<file path="src/inc/gpio_pkg.sv">
// register map, pin function codes and carrier types of the gpio block
package gpio_pkg;

  // ****************************************************************
  // register map
  // ****************************************************************
  localparam int         NUM_PORTS                = 5;
  localparam logic [7:0] OFS_PORT_G_DATA          = 8'h30;
  localparam logic [7:0] OFS_PORT_G_FUNCTION      = 8'h34;
  localparam logic [7:0] OFS_PORT_H_DATA          = 8'h38;
  localparam logic [7:0] OFS_PORT_H_FUNCTION      = 8'h3c;
  localparam logic [7:0] OFS_PORT_I_DATA          = 8'h40;
  localparam logic [7:0] OFS_PORT_I_FUNCTION      = 8'h44;
  localparam logic [7:0] OFS_PORT_J_DATA          = 8'h48;
  localparam logic [7:0] OFS_PORT_J_FUNCTION      = 8'h4c;
  localparam logic [7:0] OFS_PORT_K_DATA          = 8'h50;
  localparam logic [7:0] OFS_PORT_K_FUNCTION      = 8'h54;
  localparam logic [7:0] OFS_PIN_IRQ_TRIGGER_TYPE = 8'h60;
  localparam logic [7:0] OFS_PIN_IRQ_POLARITY     = 8'h64;
  localparam logic [7:0] OFS_PIN_IRQ_ENABLE       = 8'h68;
  localparam logic [7:0] OFS_PIN_IRQ_STATUS_CLEAR = 8'h6c;

  // ****************************************************************
  // field layout
  // ****************************************************************
  localparam int PORT_IDX_LSB  = 3;
  localparam int FNC_SEL_BIT   = 2;
  localparam int LOW_PORT_LSB  = 0;
  localparam int HIGH_PORT_LSB = 8;
  localparam int IRQ_PINS      = 16;

  // ****************************************************************
  // reset values and pin function codes
  // ****************************************************************
  localparam logic [7:0]  RST_DATA = 8'h00;
  localparam logic [15:0] RST_FNC  = 16'h0000;
  localparam logic [15:0] RST_IRQ  = 16'h0000;
  localparam logic [1:0]  FN_INPUT  = 2'h0;
  localparam logic [1:0]  FN_ALT1   = 2'h1;
  localparam logic [1:0]  FN_OUTPUT = 2'h2;
  localparam logic [1:0]  FN_ALT2   = 2'h3;

  // implemented pins and pins allowing function two, ports g to k
  localparam logic [7:0] PIN_IMPL  [NUM_PORTS] = '{8'hff, 8'hff, 8'h03, 8'hff, 8'hff};
  localparam logic [7:0] ALT2_IMPL [NUM_PORTS] = '{8'hff, 8'hff, 8'h01, 8'h00, 8'h00};

  // ****************************************************************
  // carrier types
  // ****************************************************************
  typedef struct packed {
    logic        cyc;
    logic        stb;
    logic        we;
    logic [7:0]  adr;
    logic [3:0]  sel;
    logic [31:0] dat;
  } wb_req_t;

  typedef struct packed {
    logic [7:0] out;
    logic [7:0] oe;
    logic [7:0] alt1;
    logic [7:0] alt2;
  } pin_drive_t;

endpackage

</file>
<file path="src/rtl/gpio_ports_with_pin_irq.sv">
// gpio ports g to k with pin interrupt logic of the low and high ports
`timescale 1ns/1ns

// ****************************************************************
// Operation
// - data register 8 bits; read gives stored value on outputs, pin on inputs
// - two-bit selector: 00 input, 01 function one, 10 output, 11 function two
// - port i has pins 1:0 only; function two on pin 0 only
// - ports j and k reject code 11; input, output, function one only
// - type bit per pin, high port upper byte; 0 level, 1 edge
// - polarity 0: high level or rising edge requests
// - polarity 1: low level or falling edge requests
// - enable bit per pin; 0 blocks, 1 allows the interrupt
// - status bit reads 1 while that pin has a pending request
// - writing 1 to a status bit clears it; writing 0 does nothing
// - enabled ones of the sixteen pin requests ORed onto one shared interrupt line
// - all registers reset to zero: inputs, level high, disabled
// - every register takes 8/16/32-bit accesses by byte lane
// ****************************************************************

module gpio_ports_with_pin_irq
  import gpio_pkg::*;
(
  input  wire logic                  clk,
  input  wire logic                  rst,
  input  wire logic                  ce,
  input  wire wb_req_t               wb_req,
  output logic [31:0]                wb_dat_o,
  output logic                       wb_ack_o,
  input  wire logic [NUM_PORTS-1:0][7:0] port_pin_in,
  output pin_drive_t [NUM_PORTS-1:0] port_drive,
  input  wire logic [7:0]            low_port_pin_in,
  input  wire logic [7:0]            high_port_pin_in,
  output logic                       shared_pin_interrupt_line
);

  // ****************************************************************
  // helpers
  // ****************************************************************
  function automatic logic [31:0] byte_merge(
    input logic [31:0] old,
    input logic [31:0] upd,
    input logic [3:0]  sel
  );
    logic [31:0] res;
    res = old;
    for (int b = 0; b < 4; b++) begin
      if (sel[b]) begin
        res[8*b+:8] = upd[8*b+:8];
      end
    end
    return res;
  endfunction

  function automatic logic [7:0] code_mask(
    input logic [15:0] fnc,
    input logic [1:0]  code
  );
    logic [7:0] res;
    res = 8'h00;
    for (int i = 0; i < 8; i++) begin
      res[i] = (fnc[2*i+:2] == code);
    end
    return res;
  endfunction

  function automatic logic [15:0] legal_fnc(
    input logic [15:0] old,
    input logic [15:0] req,
    input logic [7:0]  impl,
    input logic [7:0]  alt2_ok
  );
    logic [15:0] res;
    res = old;
    for (int i = 0; i < 8; i++) begin
      if (!impl[i]) begin
        res[2*i+:2] = FN_INPUT;
      end else if (req[2*i+:2] != FN_ALT2 || alt2_ok[i]) begin
        res[2*i+:2] = req[2*i+:2];
      end
    end
    return res;
  endfunction

  function automatic logic [7:0] data_view(
    input logic [7:0]  stored,
    input logic [7:0]  pins,
    input logic [15:0] fnc,
    input logic [7:0]  impl
  );
    logic [7:0] oe;
    oe = code_mask(fnc, FN_OUTPUT);
    return ((stored & oe) | (pins & ~oe)) & impl;
  endfunction

  // ****************************************************************
  // state
  // ****************************************************************
  logic [7:0]                  data_ff [NUM_PORTS];
  logic [15:0]                 fnc_ff [NUM_PORTS];
  logic [15:0]                 type_ff;
  logic [15:0]                 pol_ff;
  logic [15:0]                 ien_ff;
  logic [15:0]                 status_ff;
  logic [15:0]                 nxt_status;
  logic                        ack_ff;
  logic [31:0]                 rdat_ff;
  logic                        irq_ff;
  pin_drive_t [NUM_PORTS-1:0]  drive_ff;
  logic [NUM_PORTS-1:0][7:0]   pin_s1_ff;
  logic [NUM_PORTS-1:0][7:0]   pin_s2_ff;
  logic [IRQ_PINS-1:0]         ab_s1_ff;
  logic [IRQ_PINS-1:0]         ab_s2_ff;
  logic [IRQ_PINS-1:0]         ab_s3_ff;

  logic                        req_take;
  logic                        wr;
  logic [7:0]                  word_adr;
  logic [7:0]                  port_off;
  logic [2:0]                  pidx;
  logic                        hit_port;
  logic                        is_fnc;
  logic [31:0]                 wr_merged;
  logic [15:0]                 clr_mask;
  logic [IRQ_PINS-1:0]         lvl_hit;
  logic [IRQ_PINS-1:0]         edge_hit;
  logic [IRQ_PINS-1:0]         cond_hit;
  logic [31:0]                 rd_mux;

  // ****************************************************************
  // bus decode
  // ****************************************************************
  assign req_take = wb_req.cyc && wb_req.stb && !ack_ff;
  assign wr       = req_take && wb_req.we;
  assign word_adr = {wb_req.adr[7:2], 2'b00};
  assign port_off = word_adr - OFS_PORT_G_DATA;
  assign pidx     = port_off[PORT_IDX_LSB+:3];
  assign is_fnc   = port_off[FNC_SEL_BIT];
  assign hit_port = (word_adr >= OFS_PORT_G_DATA) && (word_adr <= OFS_PORT_K_FUNCTION);

  // byte lanes apply to every register alike
  assign wr_merged = byte_merge(32'h0000_0000, wb_req.dat, wb_req.sel);

  // ****************************************************************
  // wishbone answer
  // ****************************************************************
  always_ff @(posedge clk) begin
    if (rst) begin
      ack_ff <= 1'b0;
    end else if (ce) begin
      ack_ff <= req_take;
    end
  end

  always_comb begin
    rd_mux = 32'h0000_0000;
    if (hit_port) begin
      if (is_fnc) begin
        rd_mux[15:0] = fnc_ff[pidx];
      end else begin
        rd_mux[7:0] = data_view(data_ff[pidx], pin_s2_ff[pidx],
                                fnc_ff[pidx], PIN_IMPL[pidx]);
      end
    end else begin
      case (word_adr)
        OFS_PIN_IRQ_TRIGGER_TYPE: rd_mux[15:0] = type_ff;
        OFS_PIN_IRQ_POLARITY:     rd_mux[15:0] = pol_ff;
        OFS_PIN_IRQ_ENABLE:       rd_mux[15:0] = ien_ff;
        OFS_PIN_IRQ_STATUS_CLEAR: rd_mux[15:0] = status_ff;
        default:                  rd_mux = 32'h0000_0000;
      endcase
    end
  end

  always_ff @(posedge clk) begin
    if (rst) begin
      rdat_ff <= 32'h0000_0000;
    end else if (ce) begin
      rdat_ff <= (req_take && !wb_req.we) ? rd_mux : 32'h0000_0000;
    end
  end

  assign wb_ack_o = ack_ff;
  assign wb_dat_o = rdat_ff;

  // ****************************************************************
  // pin synchronisers
  // ****************************************************************
  always_ff @(posedge clk) begin
    if (rst) begin
      pin_s1_ff <= '0;
      pin_s2_ff <= '0;
      ab_s1_ff  <= '0;
      ab_s2_ff  <= '0;
      ab_s3_ff  <= '0;
    end else if (ce) begin
      pin_s1_ff <= port_pin_in;
      pin_s2_ff <= pin_s1_ff;
      ab_s1_ff  <= {high_port_pin_in, low_port_pin_in};
      ab_s2_ff  <= ab_s1_ff;
      ab_s3_ff  <= ab_s2_ff;
    end
  end

  // ****************************************************************
  // port data and function registers
  // ****************************************************************
  always_ff @(posedge clk) begin
    if (rst) begin
      for (int p = 0; p < NUM_PORTS; p++) begin
        data_ff[p] <= RST_DATA;
      end
    end else if (ce && wr && hit_port && !is_fnc) begin
      for (int p = 0; p < NUM_PORTS; p++) begin
        if (pidx == 3'(p)) begin
          data_ff[p] <= 8'(byte_merge({24'h0, data_ff[p]}, wb_req.dat,
                                      wb_req.sel)) & PIN_IMPL[p];
        end
      end
    end
  end

  always_ff @(posedge clk) begin
    if (rst) begin
      for (int p = 0; p < NUM_PORTS; p++) begin
        fnc_ff[p] <= RST_FNC;
      end
    end else if (ce && wr && hit_port && is_fnc) begin
      for (int p = 0; p < NUM_PORTS; p++) begin
        if (pidx == 3'(p)) begin
          // unsupported codes keep the old selector
          fnc_ff[p] <= legal_fnc(fnc_ff[p],
                                 16'(byte_merge({16'h0, fnc_ff[p]}, wb_req.dat,
                                                wb_req.sel)),
                                 PIN_IMPL[p], ALT2_IMPL[p]);
        end
      end
    end
  end

  // pad drivers decoded from the selectors
  always_ff @(posedge clk) begin
    if (rst) begin
      drive_ff <= '0;
    end else if (ce) begin
      for (int p = 0; p < NUM_PORTS; p++) begin
        drive_ff[p].out  <= data_ff[p];
        drive_ff[p].oe   <= code_mask(fnc_ff[p], FN_OUTPUT);
        drive_ff[p].alt1 <= code_mask(fnc_ff[p], FN_ALT1);
        drive_ff[p].alt2 <= code_mask(fnc_ff[p], FN_ALT2);
      end
    end
  end

  assign port_drive = drive_ff;

  // ****************************************************************
  // interrupt configuration
  // ****************************************************************
  always_ff @(posedge clk) begin
    if (rst) begin
      type_ff <= RST_IRQ;
      pol_ff  <= RST_IRQ;
      ien_ff  <= RST_IRQ;
    end else if (ce && wr) begin
      if (word_adr == OFS_PIN_IRQ_TRIGGER_TYPE) begin
        type_ff <= 16'(byte_merge({16'h0, type_ff}, wb_req.dat, wb_req.sel));
      end
      if (word_adr == OFS_PIN_IRQ_POLARITY) begin
        pol_ff <= 16'(byte_merge({16'h0, pol_ff}, wb_req.dat, wb_req.sel));
      end
      if (word_adr == OFS_PIN_IRQ_ENABLE) begin
        ien_ff <= 16'(byte_merge({16'h0, ien_ff}, wb_req.dat, wb_req.sel));
      end
    end
  end

  // ****************************************************************
  // request detection and status
  // ****************************************************************
  assign lvl_hit  = ~type_ff & (ab_s2_ff ^ pol_ff);
  assign edge_hit = type_ff & ((~pol_ff & ab_s2_ff & ~ab_s3_ff)
                             | (pol_ff & ~ab_s2_ff & ab_s3_ff));
  assign cond_hit = lvl_hit | edge_hit;

  assign clr_mask = (wr && word_adr == OFS_PIN_IRQ_STATUS_CLEAR) ? wr_merged[15:0] : 16'h0000;

  // a new request wins over a clear in the same cycle
  assign nxt_status = (status_ff & ~clr_mask) | cond_hit;

  always_ff @(posedge clk) begin
    if (rst) begin
      status_ff <= RST_IRQ;
    end else if (ce) begin
      status_ff <= nxt_status;
    end
  end

  always_ff @(posedge clk) begin
    if (rst) begin
      irq_ff <= 1'b0;
    end else if (ce) begin
      irq_ff <= |(nxt_status & ien_ff);
    end
  end

  assign shared_pin_interrupt_line = irq_ff;
endmodule

</file>
<file path="config.mk">
export PLATFORM = sky130hd
export DESIGN_NAME = gpio_ports_with_pin_irq
export DESIGN_NICKNAME = d
export VERILOG_FILES = /design/src/inc/gpio_pkg.sv /design/src/rtl/gpio_ports_with_pin_irq.sv
export SDC_FILE = /design/constraint.sdc
export NUM_CORES = 1
export LEC_CHECK = 0
export ABC_CLOCK_PERIOD_IN_PS = 5100
export BUFFER_PORTS_ARGS = -buffer_cell sky130_fd_sc_hd__buf_2
export CORE_ASPECT_RATIO = 1.2
export CORE_MARGIN = 1.5
export CORE_UTILIZATION = 45
export CTS_CLUSTER_DIAMETER = 120
export DETAILED_ROUTE_END_ITERATION = 10
export MAX_ROUTING_LAYER = met4
export PLACE_DENSITY = 0.62
export SYNTH_ARGS = -nofsm -noshare
export SYNTH_HDL_FRONTEND = slang
export SYNTH_SLANG_ARGS = --single-unit
</file>
<file path="constraint.sdc">
create_clock -name clk -period 5.1 [get_ports clk]
set_input_delay 1.53 -clock clk [delete_from_list [all_inputs] [get_ports clk]]
set_output_delay 1.53 -clock clk [all_outputs]
set_load 0.005 [all_outputs]
</file>
Yosys cells after proc, flatten, opt, wreduce, memory -nomap -nowiden. Memories as Yosys holds them, arrays and structs flattened. Cells that the tools add are included.

Register bits after elaboration: 386. Memory bits (writable): 120. ROM bits: 64. Input port bits: 106. Word-level logic and storage cells: 483. Memories kept: 3.

Add/subtract/negate cells: 1. $lt $le $gt $ge: 4. Equality and inequality tests: 153. Multiplexer cells: 225. Bitwise logic cells: 33. Reduce and logical (&&, ||, !) cells: 21.

Memories: fnc_ff (depth 5, bits a word 16, read ports 6, clocked after Yosys merged registers in 0, wr ports 5, line gpio_ports_with_pin_irq.sv:100) `logic [15:0] fnc_ff [NUM_PORTS];`; (no name shown) (depth 8, bits a word 8, read ports 1, clocked after Yosys merged registers in 0, wr ports 0, line gpio_ports_with_pin_irq.sv:162) `fnc_ff[pidx], PIN_IMPL[pidx]);`; data_ff (depth 5, bits a word 8, read ports 6, clocked after Yosys merged registers in 0, wr ports 5, line gpio_ports_with_pin_irq.sv:99) `logic [7:0] data_ff [NUM_PORTS];`.

Operators with widths (number): $mux 8 (48); $mux 2 (126); $eq 2x2->1 const B (88); $and 16x16->16 (8); $mux 16 (8); $eq 2x1->1 const B (40); $not 16->16 (5); $pmux 16 s4 (1); $or 16x16->16 (3); $mux 1 (37); $ne 2x2->1 const B (17); $and 8x8->8 (3); $bmux 8 s3 (1); $eq 6x5->1 const B (4); $reduce_and 3->1 (6); $mux 4 (4); $reduce_or 16->1 (1); $xor 16x16->16 (1); $logic_and 1x1->1 (10); $or 1x1->1 (10); $ge 8x6->1 const B (1); $le 8x7->1 const B (1); $not 8->8 (1); $or 8x8->8 (1); 9 further kinds (12).

Longest topological paths before layout.
Word-level depth: 14. Gate-level depth with buffers: 13. Depth with buffers taken out: 7.

Worst setup path before layout. No wires, ideal clock.

Kind: input-to-reg. From: input port wb_req[40] in the netlist's numbering. To: memory data_ff[1][0], enable pin. Setup time: 0.331 ns. Data arrival time: 3.855 ns. Data required time: 4.769 ns. Slack: 0.914 ns. Cell stages on the path: 11. Buffers on the path: 7. Cells stage by stage: buf_4 > buf_2 > clkbuf_1 > inv_1 > ha_1 > buf_2 > buf_2 > buf_2 > buf_2 > and3_1 > a31o_1.

RTL lines: start, declared (line gpio_ports_with_pin_irq.sv:27) `input wire wb_req_t wb_req,`; end, declared (line gpio_ports_with_pin_irq.sv:99).

==> flow_summary.html <==
<table>
<tr><th>Metric</th><th>Value</th></tr>
<tr><th colspan="2">Drt</th></tr>
<tr><td>Detailed-route via count</td><td>16100</td></tr>
<tr><td>Starting DRT DRC Count</td><td>1402</td></tr>
<tr><td>Drt via density</td><td>5.65</td></tr>
<tr><td>Final routed DRC violation total</td><td>0</td></tr>
<tr><td>Number of search-and-repair iterations in the first detailed-routing pass</td><td>6</td></tr>
<tr><td>Total routed wirelength</td><td>63000 um</td></tr>
<tr><td>Wire length per cell</td><td>22.1 um</td></tr>
<tr><td>Post-DRT Antenna Nets</td><td>0</td></tr>
<tr><th colspan="2">Logic synthesis</th></tr>
<tr><td>Synthesis-stage register bit count</td><td>442</td></tr>
<tr><td>Most common cell in the synthesized netlist</td><td>dfxtp_1</td></tr>
<tr><td>Yosys warnings</td><td>0</td></tr>
<tr><td>Main synth FF type</td><td>dfxtp_1</td></tr>
<tr><td>Cell count after synthesis</td><td>2068</td></tr>
<tr><td>Leading post-synthesis cells by cell area</td><td>dfxtp_1 34%, edfxtp_1 15%, mux2i_1 10%</td></tr>
<tr><td>Cell accounting for the most synthesized area</td><td>dfxtp_1</td></tr>
<tr><td>Synth async-reset ratio</td><td>0%</td></tr>
<tr><td>Synth Area per Inst</td><td>9.63 um2</td></tr>
<tr><td>Count of distinct cell types in the synthesized netlist</td><td>68</td></tr>
<tr><td>Commonest cells in the netlist</td><td>340 x dfxtp_1, 250 x nor2_1, 206 x a21oi_1</td></tr>
<tr><td>Sequential-to-total area share from yosys stat</td><td>49.6%</td></tr>
<tr><td>Number of synthesized flops with an enable pin</td><td>102</td></tr>
<tr><td>Top-area cell type share of the netlist area</td><td>34.2%</td></tr>
<tr><td>Synthesized area</td><td>0.0199 mm2</td></tr>
<tr><th colspan="2">Die</th></tr>
<tr><td>Die Outline Area</td><td>0.0455 mm2</td></tr>
<tr><td>Initial core utilization</td><td>45.5%</td></tr>
<tr><td>Top Ports</td><td>300</td></tr>
<tr><td>Horizontal extent of the die</td><td>195 um</td></tr>
<tr><td>Core Box Area</td><td>0.0437 mm2</td></tr>
<tr><td>Chip Height</td><td>233 um</td></tr>
<tr><td>Number of placement rows</td><td>84</td></tr>
<tr><th colspan="2">Clock network</th></tr>
<tr><td>CTS Buf Count</td><td>46</td></tr>
<tr><td>H-tree depth reported by CTS</td><td>2</td></tr>
<tr><td>Clk Tree Root Cell</td><td>clkbuf_16</td></tr>
<tr><td>Clock latency on the worst-skew pair</td><td>0.58 ns</td></tr>
<tr><td>TritonCTS clock tree</td><td>done</td></tr>
<tr><td>CTS-repair resized insts</td><td>0</td></tr>
<tr><td>Clock transition at the registers of the reported paths</td><td>0.06 ns</td></tr>
<tr><td>Post-CTS setup buffer count</td><td>0</td></tr>
<tr><td>Longest Clk Path Bufs</td><td>3</td></tr>
<tr><td>Quantity of hold-fixing buffers added after cts</td><td>0</td></tr>
<tr><td>Clock Sinks</td><td>442</td></tr>
<tr><th colspan="2">Pwr</th></tr>
<tr><td>Combinational Power Share</td><td>8.6%</td></tr>
<tr><td>Cell internal power dissipation</td><td>0.00596 W</td></tr>
<tr><td>Switching Share</td><td>24.5%</td></tr>
<tr><td>Switching power total</td><td>0.00193 W</td></tr>
<tr><td>Worst ir drop on vdd</td><td>0.262 mV</td></tr>
<tr><td>Clock power frac</td><td>43.1%</td></tr>
<tr><td>Sequential cell fraction of total power</td><td>48.3%</td></tr>
<tr><td>Static power due to leakage</td><td>9.34 nW</td></tr>
<tr><td>Power density over the cells</td><td>344 mW/mm2</td></tr>
<tr><th colspan="2">Critical path</th></tr>
<tr><td>CP bufs+invs</td><td>3</td></tr>
<tr><td>Kind of start point of the critical path</td><td>input pin</td></tr>
<tr><td>Maximum cell stage delay along the critical path</td><td>0.57 ns</td></tr>
<tr><td>Critical path, cell by cell</td><td>buf_2, inv_1, ha_2, inv_1, nor3_2, a21oi_1, a21oi_1</td></tr>
<tr><td>Slowest-stage cell, CP</td><td>ha_2</td></tr>
<tr><td>Sort of element at the end of the critical path</td><td>flop</td></tr>
<tr><td>Kind of critical path</td><td>in2reg</td></tr>
<tr><td>Worst Reg2Reg Path Length in Cells</td><td>5</td></tr>
<tr><td>Reg-to-reg endpoint</td><td>fnc_ff[3][8]</td></tr>
<tr><td>CP top delay family</td><td>compound AO/OA/AOI/OAI gates</td></tr>
<tr><td>Top fanout value on the critical path</td><td>19</td></tr>
<tr><td>R2r setup slk</td><td>2.47 ns</td></tr>
<tr><td>Critical Path AT</td><td>3.97 ns</td></tr>
<tr><td>Required time of the worst setup path</td><td>5.36 ns</td></tr>
<tr><td>Launching point of the worst reg2reg path</td><td>wb_ack_o</td></tr>
<tr><th colspan="2">STA</th></tr>
<tr><td>Time the final worst path needs with I/O delays and setup</td><td>3.71 ns</td></tr>
<tr><td>Slew @ Worst Pin</td><td>1.16 ns</td></tr>
<tr><td>Layout Skew</td><td>0.0118 ns</td></tr>
<tr><td>Number of failing setup endpoints in the final timing report</td><td>0</td></tr>
<tr><td>Slew HR</td><td>22.8%</td></tr>
<tr><td>Final number of max-transition violations</td><td>0</td></tr>
<tr><td>RSZ-0062 raised after global routing</td><td>false</td></tr>
<tr><td>Achievable clock frequency</td><td>0.270 GHz</td></tr>
<tr><td>Final cycle utilization of the critical path</td><td>72.7%</td></tr>
<tr><td>Total Negative Setup Slacks</td><td>0 ns</td></tr>
<tr><td>Hold violation total from the final report</td><td>0</td></tr>
<tr><td>Worst hold slack</td><td>0.456 ns</td></tr>
<tr><th colspan="2">Final layout</th></tr>
<tr><td>Layout area overhead</td><td>15.1%</td></tr>
<tr><td>Share of final-layout standard cells stronger than drive strength 1</td><td>17.6%</td></tr>
<tr><td>Final-stage net count</td><td>2393</td></tr>
<tr><td>Number of filler instances in the final layout</td><td>4040</td></tr>
<tr><th colspan="2">Global route</th></tr>
<tr><td>Largest net degree at the start of global routing</td><td>210</td></tr>
<tr><td>Wire length of the first global-routing pass</td><td>93200 um</td></tr>
<tr><td>Via count of the first global-routing pass</td><td>15100</td></tr>
<tr><td>Overflow left after global routing</td><td>0</td></tr>
<tr><td>Global routing usage summed across all routing layers</td><td>27.9%</td></tr>
<tr><td>Antenna violations before repair</td><td>4</td></tr>
<tr><th colspan="2">Worst hold path</th></tr>
<tr><td>Class of the worst hold path</td><td>reg2reg</td></tr>
<tr><td>Hold Path Depth</td><td>2</td></tr>
<tr><td>Terminating pin of the worst hold path</td><td>port_drive[39]</td></tr>
<tr><td>Hold_sp</td><td>port_drive[39]</td></tr>
<tr><th colspan="2">Outcome</th></tr>
<tr><td>Outcome</td><td>completed</td></tr>
<tr><th colspan="2">Place</th></tr>
<tr><td>Count of buffers from port buffering</td><td>236</td></tr>
<tr><td>HPWL Detailed</td><td>45700 um</td></tr>
<tr><td>Placer's final routability congestion estimate</td><td>0.995</td></tr>
<tr><th colspan="2">Job</th></tr>
<tr><td>Max-capacitance violation count</td><td>0</td></tr>
</table>
==> power by group through the flow <==
stage                     registers [W]  clock network (W)  logic, W
after global placement          0.00388                  0  0.000659
final                           0.00381            0.00340  0.000679
after CTS                       0.00381            0.00346  0.000673
after detailed placement        0.00389                  0  0.000670
after floorplan                 0.00385                  0  0.000447
after global routing            0.00383            0.00360  0.000733
==> per-layer routing <==
layer  up-vias  wire [um]  share of wire (%)  GRT usage (%)
met5         -          0                  0              -
met4         0       2790                4.4           11.5
met3       142       4100                6.5           4.48
met2       638      30100                 48           45.6
met1      7746      26000                 41           34.4
li1       7564          -                  -              -
==> kinds of logic after synthesis <==
group           after synthesis  synth area share [%]
compound gates              415                  12.3
buf+inv                     244                  5.63
simple gates                680                  16.2
flops                       442                  49.6
mux                         251                  14.0
fa+ha+maj                    35                  2.20
other cells                   1                0.0188
==> final cells by class <==
cell class	count	area, um2	share of cell area (%)
multi-input combinational	1421	9060	39.6
clock inverter	14	151	0.661
antenna	5	12.5	0.0546
inverter	73	275	1.20
tap	559	699	3.05
clock buffer	65	1360	5.93
sequential	442	9870	43.1
timing repair buffer	268	1480	6.47
==> how the worst max path moves through the flow <==
stage	endpoint	cells past startpoint	start	slack (ns)
6_report	fnc_ff[3][8]	7	wb_req[40]	1.39
5_1_grt	data_ff[1][3]	9	wb_req[40]	1.33
4_1_cts	data_ff[1][6]	9	wb_req[40]	1.49
3_5_place_dp	data_ff[1][6]	9	wb_req[40]	0.88
3_3_place_gp	data_ff[1][6]	9	wb_req[40]	0.88
2_1_floorplan	data_ff[1][0]	11	wb_req[40]	0.91
==> flip-flops by register name (all words and copies together) (netlist names), 34 cells and up <==
name and cells:
data_ff 34, fnc_ff 68, pin_s1_ff 37, pin_s2_ff 37, port_drive 136
==> worst reg2reg max path: cells and delay by family, from the launching register on <==
| kind | cells | cell delay (ns) |
|---|---|---|
| AOI/OAI and AO/OA | 2 | 0.75 |
| DFF | 1 | 0.34 |
| and+or+nand+nor | 3 | 1.23 |
==> cells in the final DEF (no fill, tap or decap), drive strengths merged, types with 11 or more instances in the layout <==
master / count
a211o: 11
a21oi: 206
a221oi: 11
a22oi: 14
and2: 34
and3: 14
buf: 268
clkbuf: 65
clkinv: 11
conb: 40
dfxtp: 340
edfxtp: 102
ha: 35
inv: 73
mux2: 26
mux2i: 205
mux4: 20
nand2: 164
nand2b: 45
nand3: 80
nand3b: 25
nor2: 250
nor2b: 20
o211ai: 19
o21ai: 95
or3: 12
==> per-stage QoR <==
step           instances  utilization, %  power (W)  area [um2]  worst slack (ns)
6_report            2847            52.4    0.00789       22900              1.39
4_1_cts             2842            52.4    0.00794       22900              1.49
2_1_floorplan       2107               -    0.00429       20100             0.914
3_3_place_gp        2763            48.9    0.00454       21400             0.883
3_5_place_dp        2763            48.9    0.00456       21400             0.878
5_1_grt             2846            52.4    0.00816       22900              1.33
No activity file was read; power rests on OpenSTA's default activity.
